`src/ftis_pkg.sv`:
```
// Purpose: Shared constants and carriers for the dual frame timer block.
// Assumes: Registers sit on classic Wishbone with 32-bit data.
// Notes: Offsets are byte addresses of aligned words.
package ftis_pkg;
   localparam logic [7:0] FTIS_CTRL_OFS = 8'h00;
   localparam logic [7:0] FTIS_PEND_OFS = 8'h04;
   localparam logic [7:0] FTIS_ALLOW_OFS = 8'h08;
   localparam logic [7:0] FTIS_STAT_OFS = 8'h0C;
   localparam logic [7:0] FTIS_TMR0_OFS = 8'h20;
   localparam logic [7:0] FTIS_TMR1_OFS = 8'h40;
   localparam int FTIS_CFG_WORDS = 7;
   localparam logic [2:0] FTIS_STAT_IDX = 3'h7;
   localparam int FTIS_CTRL_EN0 = 0;
   localparam int FTIS_CTRL_EN1 = 1;
   localparam int FTIS_CTRL_LOCK = 2;
   localparam int FTIS_CTRL_ILACE = 3;
   localparam int FTIS_CTRL_MODE0 = 4;
   localparam int FTIS_CTRL_MODE1 = 6;
   localparam int FTIS_PEND_T0 = 8;
   localparam int FTIS_PEND_T1 = 9;
   localparam int FTIS_ALLOW_GLB = 0;
   localparam logic [7:0] FTIS_CTRL_RST = 8'h00;
   localparam logic [31:0] FTIS_CFG_RST = 32'h0000_0000;

   typedef enum logic [1:0]
   {
      FTIS_MODE_DISPLAY = 2'b00,
      FTIS_MODE_CAPTURE = 2'b01,
      FTIS_MODE_MERGE = 2'b10
   } ftis_mode_t;

   typedef struct packed
   {
      logic [15:0] hcnt;
      logic [15:0] vcnt;
      logic field;
      logic hsync;
      logic hblank;
      logic vsync;
      logic vblank;
      logic cblank_n;
      logic area;
      logic xreq;
      logic xframe;
   } ftis_tmr_t;

   typedef struct packed
   {
      logic hsync;
      logic hblank;
      logic vsync;
      logic vblank;
      logic cblank_n;
      logic area;
      logic field;
   } ftis_video_t;

   typedef struct packed
   {
      logic req;
      logic frame_start;
      logic to_memory;
      logic keep_outside;
   } ftis_xfer_t;
endpackage

```
`src/ftis_frame_timers.sv`:
```
// Purpose: Two frame timers with sync, blanking, area, transfer events
//          and interrupt pending and allow registers on Wishbone.
// Assumes: The video timing clock is a pin sampled by clk_i.
// Notes: Counters advance once per rising edge of the timing clock.
//
// Decided for this implementation: the address map and the Wishbone interface to the registers.
`timescale 1ns/1ps
module ftis_frame_timers
(
   input wire logic clk_i,
   input wire logic rst_i,
   input wire logic video_timing_clock_i,
   input wire logic wb_cyc_i,
   input wire logic wb_stb_i,
   input wire logic wb_we_i,
   input wire logic [7:0] wb_adr_i,
   input wire logic [3:0] wb_sel_i,
   input wire logic [31:0] wb_dat_i,
   output logic [31:0] wb_dat_o,
   output logic wb_ack_o,
   output logic [1:0] irq_o,
   output logic service_o,
   output ftis_pkg::ftis_video_t [1:0] video_o,
   output ftis_pkg::ftis_xfer_t [1:0] xfer_o
);
   typedef struct packed
   {
      logic [7:0] ctrl;
      logic [1:0] pend;
      logic [2:0] allow;
      logic [1:0][ftis_pkg::FTIS_CFG_WORDS-1:0][31:0] cfg;
      ftis_pkg::ftis_tmr_t [1:0] tm;
      logic [2:0] sync;
      logic ack;
      logic [31:0] dat;
   } ftis_state_t;

   ftis_state_t state_q;
   ftis_state_t state_d;
   logic tick;
   logic wr;
   logic tsel;
   logic tacc;
   logic [2:0] tidx;
   logic [1:0] en;
   logic ilace;
   logic [1:0] pend_set;
   logic [1:0] pend_clr;
   logic [31:0] word;
   logic [15:0] nh;
   logic [15:0] nv;
   logic [15:0] half;
   logic [15:0] line;
   logic hwrap;
   logic vstep;
   logic vwrap;
   logic [1:0][15:0] htot;
   logic [1:0][15:0] vtot;

   always_comb
   begin
      state_d = state_q;
      word = 32'h0000_0000;
      nh = 16'h0000;
      nv = 16'h0000;
      half = 16'h0000;
      line = 16'h0000;
      hwrap = 1'b0;
      vstep = 1'b0;
      vwrap = 1'b0;
      pend_set = 2'b00;
      pend_clr = 2'b00;
      en = {state_q.ctrl[ftis_pkg::FTIS_CTRL_EN1],
            state_q.ctrl[ftis_pkg::FTIS_CTRL_EN0]};
      ilace = state_q.ctrl[ftis_pkg::FTIS_CTRL_ILACE];
      state_d.sync = {state_q.sync[1:0], video_timing_clock_i};
      tick = state_q.sync[1] & ~state_q.sync[2];
      // Bus decode; writes land on the edge where ack is seen.
      state_d.ack = wb_cyc_i & wb_stb_i & ~state_q.ack;
      wr = wb_cyc_i & wb_stb_i & wb_we_i & state_q.ack;
      tacc = ~wb_adr_i[7] & (wb_adr_i[6] ^ wb_adr_i[5]);
      tsel = wb_adr_i[6];
      tidx = wb_adr_i[4:2];
      if (tacc)
      begin
         if (tidx == ftis_pkg::FTIS_STAT_IDX)
         begin
            word = {state_q.tm[tsel].vcnt, state_q.tm[tsel].hcnt};
         end
         else
         begin
            word = state_q.cfg[tsel][tidx];
         end
      end
      else if (wb_adr_i == ftis_pkg::FTIS_CTRL_OFS)
      begin
         word = {24'h00_0000, state_q.ctrl};
      end
      else if (wb_adr_i == ftis_pkg::FTIS_PEND_OFS)
      begin
         word = {22'h00_0000, state_q.pend, 8'h00};
      end
      else if (wb_adr_i == ftis_pkg::FTIS_ALLOW_OFS)
      begin
         word = {22'h00_0000, state_q.allow[2:1], 7'h00,
                 state_q.allow[0]};
      end
      else if (wb_adr_i == ftis_pkg::FTIS_STAT_OFS)
      begin
         word = {28'h000_0000, state_q.tm[1].field, state_q.tm[0].field,
                 state_q.pend};
      end
      if (state_d.ack)
      begin
         state_d.dat = word;
      end
      if (wr)
      begin
         for (int b = 0; b < 4; b++)
         begin
            if (wb_sel_i[b])
            begin
               word[8*b +: 8] = wb_dat_i[8*b +: 8];
            end
         end
         if (tacc && tidx != ftis_pkg::FTIS_STAT_IDX)
         begin
            state_d.cfg[tsel][tidx] = word;
         end
         else if (wb_adr_i == ftis_pkg::FTIS_CTRL_OFS)
         begin
            state_d.ctrl = word[7:0];
         end
         else if (wb_adr_i == ftis_pkg::FTIS_PEND_OFS)
         begin
            pend_clr = wb_dat_i[ftis_pkg::FTIS_PEND_T1:
                                ftis_pkg::FTIS_PEND_T0] & {2{wb_sel_i[1]}};
         end
         else if (wb_adr_i == ftis_pkg::FTIS_ALLOW_OFS)
         begin
            state_d.allow = {word[ftis_pkg::FTIS_PEND_T1:
                                  ftis_pkg::FTIS_PEND_T0],
                             word[ftis_pkg::FTIS_ALLOW_GLB]};
         end
      end
      for (int t = 0; t < 2; t++)
      begin
         htot[t] = state_q.cfg[t][0][15:0];
         vtot[t] = state_q.cfg[t][2][15:0];
         state_d.tm[t].xreq = 1'b0;
         state_d.tm[t].xframe = 1'b0;
         if (!en[t])
         begin
            state_d.tm[t].hcnt = 16'h0000;
            state_d.tm[t].vcnt = 16'h0000;
            state_d.tm[t].field = 1'b0;
         end
         else if (tick)
         begin
            hwrap = state_q.tm[t].hcnt == htot[t];
            nh = hwrap ? 16'h0000 : state_q.tm[t].hcnt + 16'h0001;
            half = 16'((17'(htot[t]) + 17'h0_0001) >> 1);
            // Vertical count in lines or half lines
            vstep = hwrap | (ilace & (nh == half));
            nv = state_q.tm[t].vcnt;
            if (vstep)
            begin
               vwrap = state_q.tm[t].vcnt == vtot[t];
               nv = vwrap ? 16'h0000 : state_q.tm[t].vcnt + 16'h0001;
               state_d.tm[t].xframe = vwrap;
               state_d.tm[t].field = ilace & (state_q.tm[t].field ^ vwrap);
            end
            state_d.tm[t].hcnt = nh;
            state_d.tm[t].vcnt = nv;
            state_d.tm[t].hsync = nh <= state_q.cfg[t][0][31:16];
            state_d.tm[t].hblank = (nh >= state_q.cfg[t][1][31:16]) |
                                   (nh <= state_q.cfg[t][1][15:0]);
            state_d.tm[t].vsync = nv <= state_q.cfg[t][2][31:16];
            state_d.tm[t].vblank = (nv >= state_q.cfg[t][3][31:16]) |
                                   (nv <= state_q.cfg[t][3][15:0]);
            state_d.tm[t].cblank_n = ~(state_d.tm[t].hblank |
                                       state_d.tm[t].vblank);
            line = ilace ? (nv >> 1) : nv;
            state_d.tm[t].area = (nh >= state_q.cfg[t][4][15:0]) &
                                 (nh <= state_q.cfg[t][4][31:16]) &
                                 (line >= state_q.cfg[t][5][15:0]) &
                                 (line <= state_q.cfg[t][5][31:16]);
            state_d.tm[t].xreq = state_d.tm[t].xframe |
                                 ((nh == state_q.cfg[t][6][31:16]) &
                                  ~state_d.tm[t].vblank);
            pend_set[t] = hwrap & (nv == state_q.cfg[t][6][15:0]);
         end
         if (!ilace)
         begin
            state_d.tm[t].field = 1'b0;
         end
      end
      if (state_q.ctrl[ftis_pkg::FTIS_CTRL_LOCK] && en[1] &&
          state_d.tm[0].xframe)
      begin
         state_d.tm[1].hcnt = 16'h0000;
         state_d.tm[1].vcnt = 16'h0000;
         state_d.tm[1].field = state_d.tm[0].field;
         state_d.tm[1].xframe = 1'b1;
         state_d.tm[1].xreq = 1'b1;
      end
      state_d.pend = (state_q.pend & ~pend_clr) | pend_set;
   end

   always_ff @(posedge clk_i)
   begin
      if (rst_i)
      begin
         state_q <= '0;
         state_q.ctrl <= ftis_pkg::FTIS_CTRL_RST;
         state_q.cfg <= {(2 * ftis_pkg::FTIS_CFG_WORDS)
                         {ftis_pkg::FTIS_CFG_RST}};
         state_q.tm[0].cblank_n <= 1'b1;
         state_q.tm[1].cblank_n <= 1'b1;
      end
      else
      begin
         state_q <= state_d;
      end
   end

   assign wb_dat_o = state_q.dat;
   assign wb_ack_o = state_q.ack;
   assign irq_o = state_q.pend;
   assign service_o = state_q.allow[0] & |(state_q.pend & state_q.allow[2:1]);

   for (genvar g = 0; g < 2; g++)
   begin : g_out
      localparam int ML = g ? ftis_pkg::FTIS_CTRL_MODE1
                            : ftis_pkg::FTIS_CTRL_MODE0;
      assign video_o[g] = {state_q.tm[g].hsync, state_q.tm[g].hblank,
                           state_q.tm[g].vsync, state_q.tm[g].vblank,
                           state_q.tm[g].cblank_n, state_q.tm[g].area,
                           state_q.tm[g].field};
      assign xfer_o[g].req = state_q.tm[g].xreq;
      assign xfer_o[g].frame_start = state_q.tm[g].xframe;
      assign xfer_o[g].to_memory =
         state_q.ctrl[ML +: 2] != ftis_pkg::FTIS_MODE_DISPLAY;
      assign xfer_o[g].keep_outside =
         state_q.ctrl[ML +: 2] == ftis_pkg::FTIS_MODE_MERGE;
   end

   property p_pend_set;
      @(posedge clk_i) disable iff (rst_i)
      pend_set[0] |=> irq_o[0];
   endproperty
   a_pend_set: assert property (p_pend_set)
      else $error("Timer 0 pending bit not set.");

   property p_irq_cause;
      @(posedge clk_i) disable iff (rst_i)
      $rose(irq_o[1]) |-> $past(pend_set[1]);
   endproperty
   a_irq_cause: assert property (p_irq_cause)
      else $error("Timer 1 request rose without its own event.");

   property p_service_gate;
      @(posedge clk_i) disable iff (rst_i)
      service_o |-> state_q.allow[0] &&
                    ((irq_o[0] && state_q.allow[1]) ||
                     (irq_o[1] && state_q.allow[2]));
   endproperty
   a_service_gate: assert property (p_service_gate)
      else $error("Service request without allow bits.");

   property p_irq_hold;
      @(posedge clk_i) disable iff (rst_i)
      irq_o[0] && !pend_clr[0] |=> irq_o[0];
   endproperty
   a_irq_hold: assert property (p_irq_hold)
      else $error("Request dropped without a clear.");

   property p_cblank;
      @(posedge clk_i) disable iff (rst_i)
      video_o[0].cblank_n == !(video_o[0].hblank || video_o[0].vblank);
   endproperty
   a_cblank: assert property (p_cblank)
      else $error("Composite blank does not match blanks.");

   property p_tick_only;
      @(posedge clk_i) disable iff (rst_i)
      en[0] && !tick |=> $stable(state_q.tm[0].hcnt);
   endproperty
   a_tick_only: assert property (p_tick_only)
      else $error("Counter moved without a timing clock edge.");

   property p_one_field;
      @(posedge clk_i) disable iff (rst_i)
      !ilace ##1 !ilace |-> !state_q.tm[0].field;
   endproperty
   a_one_field: assert property (p_one_field)
      else $error("Field flag set while not interlaced.");

   property p_frame_xfer;
      @(posedge clk_i) disable iff (rst_i)
      xfer_o[0].frame_start |-> xfer_o[0].req;
   endproperty
   a_frame_xfer: assert property (p_frame_xfer)
      else $error("Frame start without transfer request.");

   property p_merge;
      @(posedge clk_i) disable iff (rst_i)
      xfer_o[0].keep_outside |-> xfer_o[0].to_memory;
   endproperty
   a_merge: assert property (p_merge)
      else $error("Merge mode not writing memory.");
endmodule

```
`config.mk`:
```
export PLATFORM = sky130hd
export DESIGN_NAME = ftis_frame_timers
export DESIGN_NICKNAME = d
export VERILOG_FILES = /design/src/ftis_pkg.sv /design/src/ftis_frame_timers.sv
export SDC_FILE = /design/constraint.sdc
export NUM_CORES = 2
export LEC_CHECK = 0
export BUFFER_PORTS_ARGS = -buffer_cell sky130_fd_sc_hd__buf_2
export CAP_MARGIN = 15
export CORE_MARGIN = 4
export CORE_UTILIZATION = 55
export CTS_BUF_LIST = sky130_fd_sc_hd__clkbuf_16
export CTS_CLUSTER_DIAMETER = 40
export DETAILED_ROUTE_END_ITERATION = 7
export PLACE_DENSITY = 0.72
export SYNTH_ARGS = -nofsm -noshare
export SYNTH_HDL_FRONTEND = slang
export SYNTH_SLANG_ARGS = --single-unit
```
`constraint.sdc`:
```
create_clock -name clk_i -period 9.3 [get_ports clk_i]
set_input_delay 1.395 -clock clk_i [delete_from_list [all_inputs] [get_ports clk_i]]
set_output_delay 1.395 -clock clk_i [all_outputs]
set_load 0.05 [all_outputs]
```
==> flow_summary_export.csv <==
group,metric,value,unit
critical_path,r2r_cells,25,
clocking,cts.path.max_buffers,3,
cells_and_area,fillerInstances,6103,
sta,tightest_slew,1260,ps
clocking,htree_num_levels,3,
critical_path,cp-start-kind,"flip-flop",
job,drv_cap,0,
logic_synthesis,ys_ff_latch,579,
clocking,cts_tree,"yes",
place,hpwlAfterDp,123000,um
floorplan,die_y,273,um
floorplan,io_pins,108,
logic_synthesis,syn_area,38500,sq um
drt,top_layer_used,"met5",
sta,period_share,0.782,
global_routing,grt_overflow_total,0,
logic_synthesis,seq_area_frac_synth,0.301,
cells_and_area,layout_commonest_cell,"nor2_1",
power,leakage,15.5,nW
global_routing,grt_pass1_vias,33519,
clocking,postCtsHoldBufs,0,
global_routing,grt_usage,0.427,
logic_synthesis,synth_ff_type,"dfxtp_1",
logic_synthesis,syn_area_per_cell,8.12,sq um
sta,holdWs,441,ps
critical_path,worst-setup-path-type,"flip-flop to flip-flop",
sta,relSlewSlack,0.154,
logic_synthesis,synth_edf_count,0,
floorplan,die-area,74400,sq um
critical_path,rrSetupSlack,2030,ps
drt,drtIter0Drc,4811,
drt,route.met3.wl,19400,um
sta,setup_tns,0,ps
sta,fin_worst_skew,47.3,ps
logic_synthesis,async_flop_share,0,
power,power.total,6.86,mW
drt,vias,36663,
logic_synthesis,syn-instance-count,4749,
drt,firstDrtPassIters,8,
critical_path,critPathCapture,"video_o[8]",
global_routing,grt_max_degree,164,
floorplan,initial_core_util,0.558,
drt,totalWireLength,163000,um
drt,drc_errors,0,
cells_and_area,design_area,43100,sq um
sta,setup_viol,0,
sta,fmax,138,MHz
logic_synthesis,synth_top_cell_by_area,"dfxtp_1",
logic_synthesis,syn-num-nets,5125,
place,gp_congestion,1.07,
critical_path,reg2reg_from,"state_q[102]",
drt,ant_nets,0,
clocking,worstSkewPairLatency,680,ps
power,switchingPower,1.74,mW
cells_and_area,drive_gt1_frac,0.122,
power,ir_drop,0.202,mV
clocking,cts_buffers,106,
critical_path,worstPathRequired,9880,ps
global_routing,grt_pass1_wl,234000,um
place,place_area,39400,sq um
drt,routedWlPerCell,28.8,um
cells_and_area,nets,5022,
drt,route.met2.wl,66200,um
sta,period_needed,7270,ps
critical_path,r2r_end,"video_o[8]",
global_routing,antenna_found_initial,10,
critical_path,cp-startpoint,"state_q[102]",
clocking,postCtsSetupRepairBufs,0,
power,p_int,5.13,mW
logic_synthesis,ys_warn_count,0,
power,comb_power_share,0.049,
power,power_frac_seq,0.363,
min_path,hold_path.class,"flip-flop to flip-flop",
power,clkPwrFrac,0.589,
clocking,clockRootBuffer,"clkbuf_16",
logic_synthesis,yosys.area.top_type_share,0.301,
sta,hold_viol_final,0,
place,port_buffers,107,
critical_path,cp_max_fo,16,
critical_path,crit_arrival,7850,ps
clocking,cts_resized,0,
clocking,clock_sinks,579,
sta,slew_violations,0,
logic_synthesis,ys_top_cells_by_area,"dfxtp_1 (30%), ha_1 (11%), a211oi_1 (7.6%)",
critical_path,worst_setup_path_end_kind,"flip-flop",
floorplan,die_w,273,um
cells_and_area,syn_to_final_growth,11.8,%
sta,setup_ws,2030,ps
sta,rsz0062_at_grt,"no",
clocking,clkSlewWorstSetupHoldPaths,60,ps
drt,m1WireLength,66200,um
drt,via_per_inst,6.47,
run_status,status,"finished, final reports clean",
power,power_density,159,nW/um^2
power,sw_frac_of_total,0.253,
cells_and_area,mostFrequentLayoutCells,"nor2_1 (607), dfxtp_1 (578), nand2_1 (394), a211oi_1 (390), inv_1 (369)",
floorplan,coreArea,69100,sq um
place,dp_slack,2180,ps
floorplan,rows,96,
logic_synthesis,synth_cell_types,91,
## routing by layer
metal / track usage / vias up
met4: 0.234 / 10
met2: 0.609 / 2140
met5: 0 / -
met3: 0.134 / 484
met1: 0.573 / 17439
li1: - / 16590
## final cells by class
type                    instances  area, sq um  area share
diodes                          1         2.50   0.0000581
inverters                     365         1370      0.0318
clock inverters                89         1010      0.0235
multi-input cells            3385        23900       0.555
repair buffers                209         1350      0.0313
clock buffers                 108         2700      0.0627
well taps                     931         1160      0.0270
flip-flops and latches        579        11600       0.269
## per-stage QoR
stage,std cells,util
5_1_grt,5666,0.624
2_1_floorplan,4749,-
6_report,5667,0.624
3_3_place_gp,5469,0.570
3_5_place_dp,5469,0.570
4_1_cts,5666,0.624
## critical path: stages (launching register included)
cell,delay (ps)
dfxtp_1,610
xor2_1,140
nor4_2,410
and4_1,580
buf_4,350
nor2_4,140
xnor2_1,200
or4_4,580
o31ai_4,670
nand2_1,420
o21ai_1,550
nor2_1,80
nor2_1,180
ha_1,270
nor2b_1,130
o21a_1,160
o21a_1,160
o21a_1,160
o21a_1,160
o21ai_0,140
nand2b_1,140
a21oi_1,330
o31ai_1,100
o41ai_1,80
o2111ai_1,180
a211oi_1,250
## logic make-up after synthesis
logic type      share of synthesized area
compound gates                      0.202
fa+ha+maj                           0.106
flops                               0.301
buf+inv                            0.0839
mux                                0.0886
xor+xnor                           0.0408
simple gates                        0.178
## sequential cells by signal, summed over array words and instances, names as in the netlist
signal / flops
state_q: 489
htot: 32
wb_dat_o: 32
video_o: 14
xfer_o: 4
en: 2
irq_o: 2
state_d: 2
ilace: 1
wb_ack_o: 1
## worst min path at each step
stage / start / endpoint / slack, ps / depth (start not counted)
6_report: state_d[34] / state_d[35] / 440 / 1
5_1_grt: state_d[34] / state_d[35] / 460 / 1
4_1_cts: state_d[34] / state_d[35] / 450 / 1
3_5_place_dp: state_d[34] / state_d[35] / 420 / 1
3_3_place_gp: state_d[34] / state_d[35] / 430 / 1
2_1_floorplan: state_d[34] / state_d[35] / 410 / 1
## cells in the mapped netlist, types with 5 or more instances
cell type	count
clkbuf_1	305
o221ai_1	20
nand2b_1	51
a21o_1	86
nor4_2	6
nand2_1	395
mux2i_1	104
a221oi_1	14
buf_6	5
o21a_1	38
or2_2	10
a22oi_1	11
and3_1	18
a2111oi_0	5
o311ai_0	5
o22ai_1	20
o21ai_0	136
xnor2_1	113
buf_2	28
a211oi_1	390
or3_1	15
xor2_1	64
o31a_1	14
and2_1	15
nor3_1	56
buf_1	27
nor4_1	32
and4_1	15
mux2_2	9
o2111ai_1	9
o211ai_1	16
nand4_1	96
inv_1	361
buf_4	53
o31ai_1	6
a31oi_1	14
nor2b_1	64
ha_1	326
a21oi_1	345
dfxtp_1	579
nand3_1	66
nor2_1	621
mux4_2	101
## power groups by stage
stage               Clock (mW)  Sequential, mW  Combinational, mW
floorplan                    0            2.54              0.190
detailed placement           0            2.54              0.322
global placement             0            2.54              0.321
finish                    4.04            2.49              0.334
CTS                       4.05            2.49              0.323
global route              4.17            2.49              0.341
Power figures use the tool's default switching activity.
